--- src/verilog/isd_regs.vh ---
// Purpose: Offsets, field positions and constants for the interrupt split descriptor engine
// Assumes: APB with 32-bit data, one aligned word per register
// Notes: Definitions only
`ifndef ISD_REGS_VH
`define ISD_REGS_VH

// ****************************************
// Register byte offsets
// ****************************************
`define ISD_OFF_DESC_LO 12'h000
`define ISD_OFF_DESC_HI 12'h004
`define ISD_OFF_CTRL 12'h008
`define ISD_OFF_STAT 12'h00C
`define ISD_OFF_IRQ_STAT 12'h010
`define ISD_OFF_IRQ_MASK 12'h014
`define ISD_OFF_DECODE 12'h018
`define ISD_OFF_LEN 12'h01C

// ****************************************
// Descriptor field positions (64-bit word) and the microframe field position
// ****************************************
`define ISD_VALID_BIT 0
`define ISD_XFER_LSB 3
`define ISD_XFER_MSB 17
`define ISD_PKT_LSB 18
`define ISD_PKT_MSB 28
`define ISD_EP0_BIT 31
`define ISD_EPHI_LSB 32
`define ISD_EPHI_MSB 34
`define ISD_FADDR_LSB 35
`define ISD_FADDR_MSB 41
`define ISD_TOKEN_LSB 42
`define ISD_TOKEN_MSB 43
`define ISD_KIND_LSB 44
`define ISD_KIND_MSB 45
`define ISD_SPLIT_BIT 46
`define ISD_SPEED_LSB 48
`define ISD_SPEED_MSB 49
`define ISD_PORT_LSB 50
`define ISD_PORT_MSB 56
`define ISD_ACTIVE_BIT 63
`define ISD_UFRM_LSB 3
`define ISD_UFRM_MSB 7

// ****************************************
// Encodings and limits
// ****************************************
`define ISD_TOKEN_OUT 2'h0
`define ISD_TOKEN_IN 2'h1
`define ISD_SPEED_FULL 2'h0
`define ISD_SPEED_LOW 2'h2
`define ISD_FSLS_PKT_MAX 11'h040
`define ISD_XFER_MAX 15'h1000
`define ISD_B_MIN 5'h04
`define ISD_B_MAX 5'h10

// ****************************************
// Control and interrupt bit positions
// ****************************************
`define ISD_CTRL_START 0
`define ISD_CTRL_ABORT 1
`define ISD_EV_DONE 0
`define ISD_EV_FATAL 1
`define ISD_EV_BADLEN 2
`define ISD_EV_BADTOK 3
`define ISD_EV_W 4

`endif

--- src/verilog/isd_period.v ---
// Purpose: Polling period decode from the microframe field
// Assumes: Field value is b, period is 2^(b-1) microframes
// Notes: Registered output, one cycle latency
`timescale 1ns/10ps
`include "isd_regs.vh"

module isd_period (
  input wire clock,
  input wire rstn,
  input wire ce,
  input wire [4:0] b_val,
  output reg [15:0] period_q,
  output reg period_ok_q
);

  wire in_range;
  wire [4:0] shift_amt;

  // Only b from 4 to 16 is defined; others give zero period
  assign in_range = (b_val >= `ISD_B_MIN) && (b_val <= `ISD_B_MAX);
  assign shift_amt = b_val - 5'h01;

  // Period in microframes, 2^(b-1)
  always @(posedge clock or negedge rstn) begin
    if (!rstn) begin
      period_q <= 16'h0000;
      period_ok_q <= 1'b0;
    end else if (ce) begin
      period_q <= in_range ? (16'h0001 << shift_amt[3:0]) : 16'h0000;
      period_ok_q <= in_range;
    end
  end

endmodule // isd_period

--- src/verilog/isd_core.v ---
// Purpose: Interrupt split descriptor decode and execution engine with APB access
// Assumes: Software loads the descriptor over APB, the link reports done and fatal
// Notes: One descriptor at a time; decoded fields drive the token issuing outputs
`timescale 1ns/10ps
`include "isd_regs.vh"

module isd_core (
  input wire clock,
  input wire rstn,
  input wire ce,
  input wire psel,
  input wire penable,
  input wire pwrite,
  input wire [11:0] paddr,
  input wire [31:0] pwdata,
  output reg [31:0] prdata,
  output reg pready,
  output reg pslverr,
  input wire [7:0] ufrm_field,
  input wire link_done,
  input wire link_fatal,
  output reg tok_req_q,
  output reg tok_in_q,
  output reg tok_split_q,
  output reg tok_low_speed_q,
  output reg [6:0] hub_port_index_q,
  output reg [6:0] function_addr_q,
  output reg [3:0] endpoint_index_q,
  output reg [10:0] packet_size_limit_q,
  output reg [14:0] transfer_byte_total_q,
  output reg [15:0] poll_period_q,
  output reg irq_q
);

  // ****************************************
  // State encoding
  // ****************************************
  localparam ST_IDLE = 2'd0;
  localparam ST_RUN = 2'd1;
  localparam ST_WAIT = 2'd2;

  reg [31:0] desc_lo_q;
  reg [31:0] desc_hi_q;
  reg [1:0] state_q;
  reg [1:0] state_d;
  reg [`ISD_EV_W-1:0] irq_stat_q;
  reg [`ISD_EV_W-1:0] irq_mask_q;
  reg [`ISD_EV_W-1:0] ev;
  reg [31:0] rdata_d;
  reg map_hit;
  wire [63:0] desc;
  wire wr_acc;
  wire rd_acc;
  wire start_wr;
  wire abort_wr;
  wire [1:0] token;
  wire split;
  wire [1:0] speed;
  wire low_speed;
  wire pkt_bad;
  wire xfer_bad;
  wire tok_bad;
  wire [15:0] period_w;
  wire period_ok_w;

  // ****************************************
  // Field extraction
  // ****************************************
  // Reserved bits 2:1, 30:29, 47 and 62:57 are simply never read
  assign desc = {desc_hi_q, desc_lo_q};
  assign token = desc[`ISD_TOKEN_MSB:`ISD_TOKEN_LSB];
  assign split = desc[`ISD_SPLIT_BIT];
  assign speed = desc[`ISD_SPEED_MSB:`ISD_SPEED_LSB];
  // Speed code only matters for a split; full speed otherwise
  assign low_speed = split && (speed == `ISD_SPEED_LOW);
  assign tok_bad = (token != `ISD_TOKEN_OUT) && (token != `ISD_TOKEN_IN);
  // Full and low speed packets capped at 64 bytes
  assign pkt_bad = split &&
    (desc[`ISD_PKT_MSB:`ISD_PKT_LSB] > `ISD_FSLS_PKT_MAX);
  assign xfer_bad = desc[`ISD_XFER_MSB:`ISD_XFER_LSB] > `ISD_XFER_MAX;

  // ****************************************
  // Polling period decoder
  // ****************************************
  isd_period u_period (
    .clock(clock),
    .rstn(rstn),
    .ce(ce),
    .b_val(ufrm_field[`ISD_UFRM_MSB:`ISD_UFRM_LSB]),
    .period_q(period_w),
    .period_ok_q(period_ok_w)
  );

  // ****************************************
  // APB decode
  // ****************************************
  // Zero wait state: pready answers in the access phase itself
  assign wr_acc = psel && penable && pwrite && ce;
  assign rd_acc = psel && penable && !pwrite && ce;
  assign start_wr = wr_acc && (paddr == `ISD_OFF_CTRL) && pwdata[`ISD_CTRL_START];
  assign abort_wr = wr_acc && (paddr == `ISD_OFF_CTRL) && pwdata[`ISD_CTRL_ABORT];

  // Read mux and map hit
  always @* begin
    rdata_d = 32'h0000_0000;
    map_hit = 1'b1;
    case (paddr)
      `ISD_OFF_DESC_LO: rdata_d = desc_lo_q;
      `ISD_OFF_DESC_HI: rdata_d = desc_hi_q;
      `ISD_OFF_CTRL: rdata_d = 32'h0000_0000;
      `ISD_OFF_STAT: rdata_d = {28'h000_0000, period_ok_w, state_q, desc[`ISD_VALID_BIT]};
      `ISD_OFF_IRQ_STAT: rdata_d = {28'h000_0000, irq_stat_q};
      `ISD_OFF_IRQ_MASK: rdata_d = {28'h000_0000, irq_mask_q};
      `ISD_OFF_DECODE: rdata_d = {9'h000, hub_port_index_q, function_addr_q,
        endpoint_index_q, 2'h0, tok_low_speed_q, tok_split_q, tok_in_q};
      `ISD_OFF_LEN: rdata_d = {6'h00, packet_size_limit_q, transfer_byte_total_q};
      default: map_hit = 1'b0;
    endcase
  end

  // Bus answer registers; unmapped addresses report pslverr
  always @(posedge clock or negedge rstn) begin
    if (!rstn) begin
      prdata <= 32'h0000_0000;
      pready <= 1'b0;
      pslverr <= 1'b0;
    end else if (ce) begin
      pready <= psel && !penable;
      pslverr <= psel && !penable && !map_hit;
      if (psel && !penable && !pwrite) begin
        prdata <= rdata_d;
      end
    end
  end

  // ****************************************
  // Sequencer
  // ****************************************
  // Next state: start needs valid set, ends on done, fatal or abort
  always @* begin
    state_d = state_q;
    ev = {`ISD_EV_W{1'b0}};
    case (state_q)
      ST_IDLE: begin
        if (start_wr && desc[`ISD_VALID_BIT]) begin
          if (tok_bad || pkt_bad || xfer_bad) begin
            ev[`ISD_EV_BADTOK] = tok_bad;
            ev[`ISD_EV_BADLEN] = pkt_bad || xfer_bad;
          end else begin
            state_d = ST_RUN;
          end
        end
      end
      ST_RUN: state_d = ST_WAIT;
      ST_WAIT: begin
        if (link_fatal || abort_wr) begin
          state_d = ST_IDLE;
          ev[`ISD_EV_FATAL] = 1'b1;
        end else if (link_done) begin
          state_d = ST_IDLE;
          ev[`ISD_EV_DONE] = 1'b1;
        end
      end
      default: state_d = ST_IDLE;
    endcase
  end

  // Descriptor storage; hardware clears valid and active on finish
  always @(posedge clock or negedge rstn) begin
    if (!rstn) begin
      desc_lo_q <= 32'h0000_0000;
      desc_hi_q <= 32'h0000_0000;
      state_q <= ST_IDLE;
    end else if (ce) begin
      state_q <= state_d;
      if (state_q == ST_WAIT && state_d == ST_IDLE) begin
        desc_lo_q[`ISD_VALID_BIT] <= 1'b0;
        desc_hi_q[`ISD_ACTIVE_BIT-32] <= 1'b0;
      end else if (state_q == ST_IDLE && wr_acc) begin
        // Descriptor locked while it executes, so fields stay stable
        if (paddr == `ISD_OFF_DESC_LO) begin
          desc_lo_q <= pwdata;
        end
        if (paddr == `ISD_OFF_DESC_HI) begin
          desc_hi_q <= pwdata;
        end
      end
    end
  end

  // ****************************************
  // Token issue outputs
  // ****************************************
  // Fields latched at launch, request held while waiting on link
  always @(posedge clock or negedge rstn) begin
    if (!rstn) begin
      tok_req_q <= 1'b0;
      tok_in_q <= 1'b0;
      tok_split_q <= 1'b0;
      tok_low_speed_q <= 1'b0;
      hub_port_index_q <= 7'h00;
      function_addr_q <= 7'h00;
      endpoint_index_q <= 4'h0;
      packet_size_limit_q <= 11'h000;
      transfer_byte_total_q <= 15'h0000;
      poll_period_q <= 16'h0000;
    end else if (ce) begin
      tok_req_q <= (state_d == ST_RUN) || (state_d == ST_WAIT);
      poll_period_q <= period_w;
      if (state_d == ST_RUN) begin
        tok_in_q <= (token == `ISD_TOKEN_IN);
        tok_split_q <= split;
        tok_low_speed_q <= low_speed;
        hub_port_index_q <= desc[`ISD_PORT_MSB:`ISD_PORT_LSB];
        function_addr_q <= desc[`ISD_FADDR_MSB:`ISD_FADDR_LSB];
        endpoint_index_q <= {desc[`ISD_EPHI_MSB:`ISD_EPHI_LSB], desc[`ISD_EP0_BIT]};
        packet_size_limit_q <= desc[`ISD_PKT_MSB:`ISD_PKT_LSB];
        transfer_byte_total_q <= desc[`ISD_XFER_MSB:`ISD_XFER_LSB];
      end
    end
  end

  // ****************************************
  // Interrupts
  // ****************************************
  // Sticky status, write one to clear; a new event beats the clear
  always @(posedge clock or negedge rstn) begin
    if (!rstn) begin
      irq_stat_q <= {`ISD_EV_W{1'b0}};
      irq_mask_q <= {`ISD_EV_W{1'b0}};
      irq_q <= 1'b0;
    end else if (ce) begin
      if (wr_acc && paddr == `ISD_OFF_IRQ_STAT) begin
        irq_stat_q <= (irq_stat_q & ~pwdata[`ISD_EV_W-1:0]) | ev;
      end else begin
        irq_stat_q <= irq_stat_q | ev;
      end
      if (wr_acc && paddr == `ISD_OFF_IRQ_MASK) begin
        irq_mask_q <= pwdata[`ISD_EV_W-1:0];
      end
      irq_q <= |(irq_stat_q & irq_mask_q);
    end
  end

endmodule // isd_core

--- config.mk ---
export PLATFORM = sky130hd
export DESIGN_NAME = isd_core
export DESIGN_NICKNAME = d
export VERILOG_FILES = /design/src/verilog/isd_period.v /design/src/verilog/isd_core.v
export VERILOG_INCLUDE_DIRS = /design/src /design/src/verilog
export SDC_FILE = /design/constraint.sdc
export NUM_CORES = 1
export LEC_CHECK = 0
export BUFFER_PORTS_ARGS = -buffer_cell sky130_fd_sc_hd__buf_2
export CAP_MARGIN = 20
export CELL_PAD_IN_SITES_DETAIL_PLACEMENT = 1
export CELL_PAD_IN_SITES_GLOBAL_PLACEMENT = 2
export CORE_UTILIZATION = 37
export CTS_CLUSTER_DIAMETER = 200
export DETAILED_ROUTE_END_ITERATION = 12
export PLACE_DENSITY_LB_ADDON = 0.1
export SYNTH_ARGS = -nofsm -noshare
export SYNTH_HDL_FRONTEND = slang
export SYNTH_SLANG_ARGS = --single-unit
--- constraint.sdc ---
create_clock -name clock -period 3.9 [get_ports clock]
set_input_delay 0.39 -clock clock [delete_from_list [all_inputs] [get_ports clock]]
set_output_delay 0.39 -clock clock [all_outputs]
set_load 0.03 [all_outputs]
# Word level (Yosys, flattened, before mapping)
# Index checks and enable logic that the tools add are counted.
# word_totals
out_inout_bits	99
regBits	190
input_bits	60
# classes
order_cmp	4
shifts	1
n_mux	22
n_reduce_logical	42
n_eq_ne	14
bitwise	6
n_addsub	1
# ops
operator	n
$pmux 32 s7	1
$mux 32	2
$eq 12x5->1 const B	4
$eq 12x4->1 const B	2
$logic_and 1x1->1	18
$mux 16	1
$mux 2	8
$shl 1x4->16 const A	1
$gt 15x13->1 const B	1
$eq 12x3->1 const B	1
$logic_not 12->1	1
$gt 11x7->1 const B	1
$and 4x4->4	2
$mux 1	8
$or 4x4->4	2
$reduce_and 4->1	2
$reduce_bool 2->1	4
$reduce_or 8->1	1
$eq 2x1->1 const B	3
$eq 2x2->1 const B	3
$pmux 2 s3	1
$reduce_and 2->1	3
$reduce_and 3->1	2
$ge 5x3->1 const B	1
other kinds (10)	17

# Longest topological paths before layout
# Gate-level depths: netlist (run 1).
# logic_depth
word_depth	12
ltp_mapped	12
ltp_nobuf	9

# By module
# A second synthesis (run 1) with hierarchy kept.
# unflattened
cells_unflattened	676
hier_area_um2	8528.2
# modules_own_cells
module	seq_area_each_um2	area_per_inst_um2	n_inst	cells_each
isd_core	4329.2	7856.3	1	617
isd_period	425.4	671.9	1	59

# Worst setup path after synthesis (run 1)
# OpenSTA, ideal clock, no wires.
# synth_timing
kind	in2reg
start	input paddr[1]
end	register hub_port_index_q[0]
slack_ns	0.924
cell_stages	10
t_arrival_ns	2.851
setup_ns	0.125
path_buffers	2
path_cell_list	or2_4 or3_1 or4_1 or3_4 inv_1 ha_1 nand2_1 clkbuf_1 clkbuf_1 mux2_2
# synth_between
elab_chain_len	8
# synth_lines
element	line_no	rtl
from (decl)	isd_core.v:14	input wire [11:0] paddr,
$eq 12x4->1 *	-	
$logic_and 1x1->1 *	isd_core.v:100, isd_core.v:101	
$logic_and 1x1->1, on equally long branches	isd_core.v:101, isd_core.v:100	
$logic_or 1x1->1 or $logic_and 1x1->1 (tied branches)	isd_core.v:156, isd_core.v:145	
$mux 2, on equally long branches	isd_core.v:156, isd_core.v:145	
$pmux 2 s3 *	isd_core.v:143	case (state_q)
via state_d[0]	isd_core.v:45	reg [1:0] state_d;
$eq 2x1->1 *	isd_core.v:210	if (state_d == ST_RUN) begin
$reduce_and 2->1 (no source line) *	-	
to (signal assigned)	isd_core.v:214	hub_port_index_q <= desc[`ISD_PORT_MSB:`ISD_PORT_LSB];
to (decl)	isd_core.v:26	output reg [6:0] hub_port_index_q,
# The timed path passes the listed nets; every way through them passes the cells marked *.
# A chain may end at the register's enable or synchronous reset.

# Worst setup path after layout (run 1)
# layout_timing
start	register desc_lo_q[5]
end	register function_addr_q[2]
# layout_between
elab_chain_len	7
# layout_lines
element	line_no	rtl
from (decl)	isd_core.v:42	reg [31:0] desc_lo_q;
from (signal assigned)	isd_core.v:182	desc_lo_q <= pwdata;
$gt 15x13->1 (no source line)	-	
$logic_or 1x1->1	isd_core.v:146	if (tok_bad || pkt_bad || xfer_bad) begin
$mux 2	isd_core.v:146	
$mux 2	isd_core.v:145	if (start_wr && desc[`ISD_VALID_BIT]) begin
$pmux 2 s3	isd_core.v:143	
via state_d[0]	isd_core.v:45	
$eq 2x1->1	isd_core.v:210	
$reduce_and 2->1 (no source line)	-	
to (signal assigned)	isd_core.v:215	function_addr_q <= desc[`ISD_FADDR_MSB:`ISD_FADDR_LSB];
to (decl)	isd_core.v:27	output reg [6:0] function_addr_q,
# The timed path passes the listed nets, and every way through them passes these cells.

==> impl_metrics.json, run 1 <==
{
  "htreeDepth": 4,
  "numClockSinks": 190,
  "endpoint_kind": "flop",
  "p_clk_frac": 0.454,
  "hpwlAfterDp_um": 17000,
  "power.share.switching": 0.238,
  "clock_tree.buffer_depth": 2,
  "n_antenna_cell": 0,
  "detail_route.drc_violations": 0,
  "layout-area-overhead-vs-synth_pct": 19.8,
  "worst_pin_slew_ns": 0.935,
  "first_global_vias": 6514,
  "clkTransAtPathRegs_ns": 0.07,
  "rsz0062_at_grt": "false",
  "timing.critical_path.required_ns": 4.21,
  "rows": 55,
  "timing.critical_path.max_delay_family": "simple AND/OR/NAND/NOR gates",
  "postSynthNetCount": 739,
  "via_per_inst": 5.36,
  "timing.critical_path.buf_inv": 2,
  "ir_drop_mv": 0.252,
  "hold_path.class": "input port to flop",
  "antenna_violating_nets_post_route": 0,
  "clk-insertion-delay-late_ns": 0.44,
  "cts_inserted_buffers": 17,
  "finalSetupViolCount": 0,
  "critical_path_peak_fanout": 49,
  "initial_core_util": 0.376,
  "post_synth_fa_ha_maj_area_fraction": 0.00295,
  "synth_largest_area_cell": "dfrtp_1",
  "ranking_of_synthesized_cells_by_area": "dfrtp_1 56%, mux2_2 15%, mux2_4 4.2%, mux2i_1 3.4%, o21ai_0 3.0%",
  "i_o_pin_cnt": 159,
  "dpl_cell_area_mm2": 0.00955,
  "total_switching_power_mw": 0.961,
  "cellLeakagePower_nw": 5.22,
  "dr.pass1.iters": 4,
  "post-route-min-period_ns": 3.27,
  "die_width_um": 154,
  "finClkSkew_ns": 0.0127,
  "simple_logic_cell_fraction_of_the_synthesized_area": 0.0884,
  "finalHoldViolations": 0,
  "grt_remaining_overflow": 0,
  "cts_setup_buffers": 0,
  "ys_types": 55,
  "grt_max_degree": 69,
  "power-per-cell-area_mw_per_mm2": 397,
  "layout_worst_path_cycle_share": 0.840,
  "main_combinational_cell_family_by_area_after_synthesis": "multiplexers",
  "post_drt_wl_per_cell_um": 21.7,
  "worstPathCellList": "or4_1 > o31ai_1 > nand4_1 > or3_4 > inv_1 > ha_1 > nand2_2 > buf_4 > mux2_2",
  "number_of_antenna_violations_at_the_first_check_in_global_routing": 0,
  "vias": 6037,
  "drive_above_1_share": 0.419,
  "setup.worst_path.class": "flop to flop",
  "status": "finished, final reports clean",
  "drt-initial-drc-count": 370,
  "wire_length_of_the_first_global_routing_pass_um": 38900,
  "ys.flop_type": "dfrtp_1",
  "routed_wl_um": 24500,
  "grt.total_usage": 0.217,
  "synthesis.area_mm2": 0.00849,
  "gpl.final_weighted_congestion": 0.784,
  "clk_root_buffer_cell": "clkbuf_16",
  "synth-xor-area-share": 0,
  "fmaxAchievable_ghz": 0.305,
  "cp.arrival_ns": 3.59,
  "flip_flop_and_latch_count_after_synthesis": 190,
  "post_synthesis_area_per_instance_um2": 12.5,
  "die_h_um": 154,
  "design_area_mm2": 0.0102,
  "postSynth.asyncResetShare": 1.00,
  "pwr-share-seq": 0.494,
  "synth.mux.area_fraction": 0.234,
  "cts_tree": "done",
  "slew-limit-headroom": 0.375,
  "setup.worst_path.start_class": "flop",
  "filler_cells_inserted": 2450,
  "number_of_synthesized_flops_with_an_enable_pin": 0,
  "hold_slack_ns": 0.194,
  "comb_power_share": 0.052,
  "peak_per_stage_delay_on_the_critical_path_ns": 0.59,
  "cts_resized": 0,
  "drv_cap": 0,
  "fin_setup_tns_ns": 0,
  "p_int_mw": 3.07,
  "final_net_count": 890,
  "post-synth-top-area-fraction": 0.560,
  "cts_hold_buf": 1,
  "crit_path_top_delay_cell": "or4_1",
  "finalMaxSlewViolations": 0,
  "floorplan.die_area_mm2": 0.0236,
  "synth_warnings": 0,
  "synth-compound-area-share": 0.0797,
  "port-buffer-count": 155,
  "syn_inst": 677,
  "sequential_cell_area_fraction_in_the_yosys_report": 0.560,
  "core-area_mm2": 0.0226
}
==> layout by cell type, fill, tap and decap left out, types with 3 or more instances in the layout <==
| cell | count |
|---|---|
| dfrtp_1 | 190 |
| buf_2 | 154 |
| mux2_2 | 115 |
| nand2_1 | 62 |
| o21ai_0 | 51 |
| mux2i_1 | 29 |
| nor2_1 | 24 |
| mux2_4 | 24 |
| inv_1 | 22 |
| clkbuf_16 | 17 |
| buf_4 | 16 |
| a31oi_1 | 12 |
| nor3_1 | 10 |
| a221oi_1 | 9 |
| nand3_1 | 7 |
| o22ai_1 | 7 |
| or4_1 | 5 |
| nand4_1 | 5 |
| o32ai_1 | 5 |
| nor2b_1 | 4 |
| nand3b_1 | 4 |
| a32oi_1 | 4 |
| a22oi_1 | 4 |
| clkinvlp_4 | 4 |
| a21oi_1 | 3 |
| inv_6 | 3 |
| bufinv_16 | 3 |
==> flip-flops by register name, indices dropped and copies added, names as in the netlist, 4 cells and up <==
name and flops:
function_addr_q 7, prdata 32, desc_hi_q 32, endpoint_index_q 4, irq_mask_q 4, u_period.period_q 16
desc_lo_q 32, packet_size_limit_q 11, transfer_byte_total_q 15, poll_period_q 16, hub_port_index_q 7, irq_stat_q 4
==> cell usage after synthesis (all sizes together) (4+ instances only) <==
cell type	count
or4	5
o32ai	5
dfrtp	190
o21ai	52
a31oi	12
nor3	11
or3	4
mux2	139
inv	22
nor4	4
nor2	24
nand3	8
mux2i	29
a32oi	4
o22ai	7
buf	12
a221oi	9
nand2	63
nor2b	4
clkbuf	28
a22oi	4
nand3b	4
nand4	5
==> final cells by class <==
cell class                      instances  area, µm²  area share
Multi-Input combinational cell        425       3450       0.339
Sequential cell                       190       4750       0.467
Inverter                               22       82.6     0.00812
Clock inverter                         13        178      0.0175
Tap cell                              285        357      0.0351
Clock buffer                           19        433      0.0426
Timing Repair Buffer                  172        915      0.0899
==> worst min-delay path: cells and delay by family <==
family / cells / cell delay, ns
AND/OR/NAND/NOR: 1 / 0.04
buffers and inverters: 1 / 0.09
AO/OA/AOI/OAI: 1 / 0.06
==> worst paths after layout <==
| path | startpoint | end | slack [ns] | cells past startpoint |
|---|---|---|---|---|
| max | desc_lo_q[5]$_DFFE_PN0P_ | function_addr_q[2]$_DFFE_PN0P_ | 0.63 | 9 |
| min in group asynchronous | rstn | transfer_byte_total_q[3]$_DFFE_PN0P_ | 0.53 | 2 |
| min reg2reg | prdata[0]$_DFFE_PN0P_ | prdata[0]$_DFFE_PN0P_ | 0.47 | 2 |
| max in group asynchronous | rstn | desc_lo_q[3]$_DFFE_PN0P_ | 2.35 | 3 |
| max reg2reg | desc_lo_q[5]$_DFFE_PN0P_ | function_addr_q[2]$_DFFE_PN0P_ | 0.63 | 9 |
| min | pwdata[31] | desc_hi_q[31]$_DFFE_PN0P_ | 0.19 | 3 |
==> power groups by stage <==
stage | Sequential (mW) | Combinational, mW | Clock, mW
after detailed placement | 2.03 | 0.211 | 0
after global routing | 1.99 | 0.230 | 1.95
after global placement | 2.03 | 0.206 | 0
after CTS | 1.99 | 0.212 | 1.87
final | 1.99 | 0.208 | 1.83
after floorplan | 2.04 | 0.0794 | 0
==> cell families after synthesis <==
logic type	after synthesis
buffers and inverters	62
and+or+nand+nor	146
AOI/OAI and AO/OA	107
adders and majority gates	2
DFF	190
muxes	170
==> metal layers <==
layer,vias to the layer above,track usage,part of all wire
li1,2755,-,-
met1,3130,0.303,0.47
met2,130,0.352,0.48
met3,22,0.0347,0.033
met4,0,0.0548,0.011
met5,-,0,0
==> metrics by stage <==
stage               instances  worst slack, ns  total power, mW  utilization
detailed placement       1093            0.493             2.24        0.423
global route             1126            0.516             4.17        0.451
finish                   1126            0.625             4.03        0.451
CTS                      1126            0.605             4.08        0.451
global placement         1093            0.546             2.24        0.423
floorplan                 677            0.924             2.12            -
(Power assumes the default switching activity.)
==> run 2: changes to the inputs <==
--- a/config.mk
+++ b/config.mk
@@ -10,7 +10,7 @@
 export CAP_MARGIN = 20
 export CELL_PAD_IN_SITES_DETAIL_PLACEMENT = 1
 export CELL_PAD_IN_SITES_GLOBAL_PLACEMENT = 2
-export CORE_UTILIZATION = 37
+export CORE_UTILIZATION = 33
 export CTS_CLUSTER_DIAMETER = 200
 export DETAILED_ROUTE_END_ITERATION = 12
 export PLACE_DENSITY_LB_ADDON = 0.1
==> constraint.sdc (replaced) <==
create_clock -name clock -period 3 [get_ports clock]
set_input_delay 0.3 -clock clock [delete_from_list [all_inputs] [get_ports clock]]
set_output_delay 0.3 -clock clock [all_outputs]
set_load 0.03 [all_outputs]
==> impl_metrics.json, run 2 (same netlist as run 1, synthesis figures left out) <==
{
  "status": "finished, final reports clean",
  "first_global_vias": 6532,
  "ir_drop_mv": 0.299,
  "clk-insertion-delay-late_ns": 0.43,
  "finClkSkew_ns": 0.0139,
  "antenna_violating_nets_post_route": 0,
  "finalMaxSlewViolations": 0,
  "numClockSinks": 190,
  "timing.critical_path.required_ns": 3.31,
  "port-buffer-count": 155,
  "layout_worst_path_cycle_share": 0.959,
  "drive_above_1_share": 0.443,
  "power-per-cell-area_mw_per_mm2": 493,
  "core-area_mm2": 0.0252,
  "cp-startpoint": "desc_lo_q[19]$_DFFE_PN0P_",
  "i_o_pin_cnt": 159,
  "p_total_mw": 5.22,
  "layout-area-overhead-vs-synth_pct": 24.6,
  "commonest_cells_after_routing_fill_and_taps_aside": "190 x dfrtp_1, 154 x buf_2, 115 x mux2_2",
  "clkTransAtPathRegs_ns": 0.08,
  "die_width_um": 162,
  "grt_max_degree": 81,
  "post_drt_wl_per_cell_um": 21.8,
  "r2r.worst_path.cells": 10,
  "detail_route.drc_violations": 0,
  "cts_inserted_buffers": 17,
  "number_of_antenna_violations_at_the_first_check_in_global_routing": 0,
  "grt_remaining_overflow": 0,
  "post-route-min-period_ns": 2.88,
  "cp.arrival_ns": 3.19,
  "layout.cells.most_common": "dfrtp_1",
  "finalSetupViolCount": 0,
  "slew-limit-headroom": 0.386,
  "htreeDepth": 4,
  "routed_wl_um": 26100,
  "worst_pin_slew_ns": 0.920,
  "gpl.final_weighted_congestion": 0.780,
  "endpoint_kind": "flop",
  "n_antenna_cell": 0,
  "cellLeakagePower_nw": 5.40,
  "largestRegisters": "desc_hi_q x32, desc_lo_q x32, prdata x32",
  "worstReg2RegStart": "desc_lo_q[19]$_DFFE_PN0P_",
  "final_net_count": 917,
  "vias": 6073,
  "initial_core_util": 0.337,
  "setup.worst_path.class": "flop to flop",
  "hpwlAfterDp_um": 18000,
  "reg2reg_slack_ns": 0.12,
  "setup.worst_path.start_class": "flop",
  "clk_root_buffer_cell": "clkbuf_16",
  "drt-initial-drc-count": 271,
  "detailedPlace.worstSlack_ns": -0.0496,
  "cts_tree": "done",
  "dr.pass1.iters": 4,
  "critical_path_capture_point": "transfer_byte_total_q[3]$_DFFE_PN0P_",
  "floorplan.die_area_mm2": 0.0264,
  "rows": 58,
  "drv_cap": 0,
  "timing.final.ws_setup_ns": 0.122,
  "finalHoldViolations": 0,
  "via_per_inst": 5.07,
  "fmaxAchievable_ghz": 0.347,
  "final_core_util": 0.420,
  "wire_length_of_the_first_global_routing_pass_um": 39900,
  "worst_r2r_endpoint": "transfer_byte_total_q[3]$_DFFE_PN0P_",
  "hold_path.class": "input port to flop",
  "critical_path_peak_fanout": 12,
  "die_h_um": 162,
  "clock_tree.buffer_depth": 2,
  "grt.total_usage": 0.203
}
==> run 2: power breakdown <==
group	internal [mW]	switching, mW	total [mW]
Clock	1.33	1.01	2.35
Sequential	2.58	0.0133	2.59
Combinational	0.0921	0.192	0.284
==> run 2: worst max-delay path: stages, from the launching register on <==
cell,delay [ns]
dfrtp_1,0.39
or4_4,0.55
o311ai_2,0.23
buf_4,0.15
nand4_1,0.18
or3_4,0.38
inv_1,0.10
ha_4,0.17
nand2_8,0.11
clkbuf_16,0.23
mux2_2,0.27
==> run 2: final cells by class <==
| class | instances | area, µm² |
|---|---|---|
| Clock buffer | 22 | 484 |
| Sequential cell | 190 | 4750 |
| Clock inverter | 9 | 120 |
| Multi-Input combinational cell | 425 | 3510 |
| Tap cell | 330 | 413 |
| Timing Repair Buffer | 199 | 1220 |
| Inverter | 22 | 82.6 |
| Fill cell | 2668 | 14600 |
==> run 2: repair_timing <==
| action | CTS | global route |
|---|---|---|
| pin swaps | 1 | 2 |
| resized for setup | 2 | 8 |
| gates cloned | 0 | 4 |
| setup buffers | 1 | 0 |
| endpoints found under the hold margin | 50 | 0 |
| hold buffers | 1 | 0 |
| setup endpoints to repair | 45 | 47 |
==> run 2: per-layer routing <==
| layer | vias up | routed length [µm] | track usage |
|---|---|---|---|
| li1 | 2796 | - | - |
| met4 | 0 | 167 | 0.0369 |
| met2 | 126 | 12600 | 0.327 |
| met5 | - | 0 | 0 |
| met1 | 3140 | 12300 | 0.284 |
| met3 | 11 | 1030 | 0.0392 |
==> run 2: worst min path at each step <==
stage                          start                         to  slack, ns  cells past startpoint
after global placement          rstn     prdata[29]$_DFFE_PN0P_       0.29                      1
after detailed placement        rstn     prdata[29]$_DFFE_PN0P_       0.30                      1
after floorplan                 rstn   desc_hi_q[0]$_DFFE_PN0P_      0.004                      0
final                     pwdata[11]  desc_hi_q[11]$_DFFE_PN0P_       0.12                      3
after CTS                  pwdata[5]   desc_hi_q[5]$_DFFE_PN0P_       0.10                      2
after global routing       pwdata[5]   desc_hi_q[5]$_DFFE_PN0P_       0.10                      2
==> run 2: stage by stage <==
stage	cell area, µm²	setup TNS (ns)	cells	hold WS (ns)
CTS	10500	0	1193	0.101
global placement	9820	-0.255	1160	0.288
finish	10600	0	1197	0.115
floorplan	8490	0	677	0.00441
detailed placement	9820	-1.37	1160	0.304
global route	10600	-0.280	1197	0.101
==> run 3: changes to the inputs <==
--- a/config.mk
+++ b/config.mk
@@ -10,7 +10,7 @@
 export CAP_MARGIN = 20
 export CELL_PAD_IN_SITES_DETAIL_PLACEMENT = 1
 export CELL_PAD_IN_SITES_GLOBAL_PLACEMENT = 2
-export CORE_UTILIZATION = 33
+export CORE_UTILIZATION = 37
 export CTS_CLUSTER_DIAMETER = 200
 export DETAILED_ROUTE_END_ITERATION = 12
 export PLACE_DENSITY_LB_ADDON = 0.1
==> constraint.sdc (replaced) <==
create_clock -name clock -period 3.25 [get_ports clock]
set_input_delay 0.325 -clock clock [delete_from_list [all_inputs] [get_ports clock]]
set_output_delay 0.325 -clock clock [all_outputs]
set_load 0.03 [all_outputs]
==> impl_metrics.json, run 3 (same netlist as run 1, synthesis figures left out) <==
{
  "cp.arrival_ns": 3.44,
  "final_net_count": 895,
  "timing.critical_path.required_ns": 3.56,
  "first_global_vias": 6666,
  "clk_root_buffer_cell": "clkbuf_16",
  "clock_tree.buffer_depth": 2,
  "power-per-cell-area_mw_per_mm2": 465,
  "layout-area-overhead-vs-synth_pct": 20.3,
  "finalMaxSlewViolations": 0,
  "fin_setup_tns_ns": 0,
  "peak_per_stage_delay_on_the_critical_path_ns": 0.58,
  "total_switching_power_mw": 1.13,
  "number_of_antenna_violations_at_the_first_check_in_global_routing": 0,
  "p_int_mw": 3.62,
  "grt.total_usage": 0.221,
  "post-route-min-period_ns": 3.13,
  "fmaxAchievable_ghz": 0.320,
  "cts_inserted_buffers": 17,
  "finalHoldViolations": 0,
  "status": "finished, final reports clean",
  "slew-limit-headroom": 0.397,
  "cellLeakagePower_nw": 5.26,
  "dr.pass1.iters": 6,
  "vias": 6098,
  "worstReg2RegStart": "desc_lo_q[5]$_DFFE_PN0P_",
  "layout.cells.most_common": "dfrtp_1",
  "setup.worst_path.start_class": "flop",
  "finalSetupViolCount": 0,
  "antenna_violating_nets_post_route": 0,
  "commonest_cells_after_routing_fill_and_taps_aside": "190 x dfrtp_1, 154 x buf_2, 115 x mux2_2",
  "area.sequential_mm2": 0.00475,
  "min_delay_src": "pwdata[11]",
  "grt_max_degree": 84,
  "post_drt_wl_per_cell_um": 21.9,
  "die_width_um": 154,
  "htreeDepth": 4,
  "design_area_mm2": 0.0102,
  "pwr-share-seq": 0.503,
  "gpl.final_weighted_congestion": 0.816,
  "hold_path_end": "desc_hi_q[11]$_DFFE_PN0P_",
  "hold_path.class": "input port to flop",
  "endpoint_kind": "flop",
  "worstSetupPathDepth": 9,
  "r2r.worst_path.cells": 9,
  "cts_tree": "done",
  "numClockSinks": 190,
  "grt_remaining_overflow": 0,
  "drv_cap": 0,
  "filler_cells_inserted": 2406,
  "worst_pin_slew_ns": 0.905,
  "cts_resized": 0,
  "hpwlAfterDp_um": 17000,
  "routed_wl_um": 24800,
  "via_per_inst": 5.40,
  "finClkSkew_ns": 0.0167,
  "timing.critical_path.buf_inv": 2,
  "timing.critical_path.max_delay_family": "simple AND/OR/NAND/NOR gates",
  "power.share.switching": 0.238,
  "worstPathCellList": "or4_1 > o31ai_1 > nand4_1 > or3_4 > inv_1 > ha_1 > nand2_2 > buf_12 > mux2_2",
  "comb_power_share": 0.054,
  "core-area_mm2": 0.0226,
  "setup.worst_path.class": "flop to flop",
  "floorplan.die_area_mm2": 0.0236,
  "largestRegisters": "desc_hi_q x32, desc_lo_q x32, prdata x32",
  "p_clk_frac": 0.443,
  "dpl_cell_area_mm2": 0.00963,
  "worst_r2r_endpoint": "function_addr_q[1]$_DFFE_PN0P_",
  "n_antenna_cell": 0,
  "critical_path_peak_fanout": 49,
  "i_o_pin_cnt": 159,
  "drt-initial-drc-count": 272,
  "reg2reg_slack_ns": 0.12,
  "ir_drop_mv": 0.314,
  "port-buffer-count": 155,
  "initial_core_util": 0.376,
  "layout_worst_path_cycle_share": 0.962,
  "hold-path-cell-count": 3,
  "die_h_um": 154,
  "crit_path_top_delay_cell": "or4_1",
  "clk-insertion-delay-late_ns": 0.43,
  "wire_length_of_the_first_global_routing_pass_um": 39800,
  "rsz0062_at_grt": "false",
  "multi_input_area_mm2": 0.00345,
  "detail_route.drc_violations": 0,
  "rows": 55,
  "clkTransAtPathRegs_ns": 0.08,
  "drive_above_1_share": 0.421
}
## run 3: cell type report
cell class | instances | share of cell area
inverters | 22 | 0.00808
flip-flops and latches | 190 | 0.465
well taps | 285 | 0.0349
clock buffers | 20 | 0.0437
clock inverters | 11 | 0.0130
repair buffers | 177 | 0.0969
multi-input cells | 425 | 0.338
## run 3: routing by layer
metal	vias to the layer above	GRT usage	share of wire
met5	-	0	0
met4	0	0.0590	0.0088
met3	15	0.0335	0.039
met2	142	0.363	0.49
met1	3180	0.304	0.46
li1	2761	-	-
## run 3: power by group through the flow
stage                     Combinational (mW)  Clock, mW  Sequential [mW]
final                                  0.255       2.11             2.39
after global routing                   0.280       2.25             2.39
after CTS                              0.260       2.16             2.39
after detailed placement               0.258          0             2.44
after global placement                 0.251          0             2.44
after floorplan                       0.0952          0             2.45
## run 3: tightest hold or removal path: cells and delay by family
family | cells | cell delay [ns]
AOI/OAI and AO/OA | 1 | 0.06
buffers and inverters | 1 | 0.09
and+or+nand+nor | 1 | 0.04
## run 3: how the worst max path moves through the flow
stage                                      end                       from  slack [ns]
2_1_floorplan  hub_port_index_q[0]$_DFFE_PN0P_                   paddr[1]        0.34
3_3_place_gp    function_addr_q[2]$_DFFE_PN0P_  desc_lo_q[19]$_DFFE_PN0P_        0.15
3_5_place_dp   hub_port_index_q[4]$_DFFE_PN0P_  desc_lo_q[19]$_DFFE_PN0P_        0.16
4_1_cts        hub_port_index_q[4]$_DFFE_PN0P_   desc_lo_q[5]$_DFFE_PN0P_        0.12
5_1_grt         function_addr_q[1]$_DFFE_PN0P_   desc_lo_q[6]$_DFFE_PN0P_       0.001
6_report        function_addr_q[1]$_DFFE_PN0P_   desc_lo_q[5]$_DFFE_PN0P_        0.12
## run 3: repair_timing
item | in CTS | in global routing
setup buffers | 0 | 0
hold buffers | 1 | 0
hold endpoints to repair | 79 | 0
## run 3: through the flow
stage                util  worst slack, ns  std cells  total power, mW  hold WS (ns)
floorplan               -            0.339        677             2.54        0.0294
global placement    0.426            0.148       1098             2.69         0.420
detailed placement  0.426            0.160       1098             2.70         0.421
CTS                 0.453            0.117       1130             4.82         0.115
global route        0.453          0.00136       1130             4.92         0.123
finish              0.453            0.125       1130             4.76         0.128
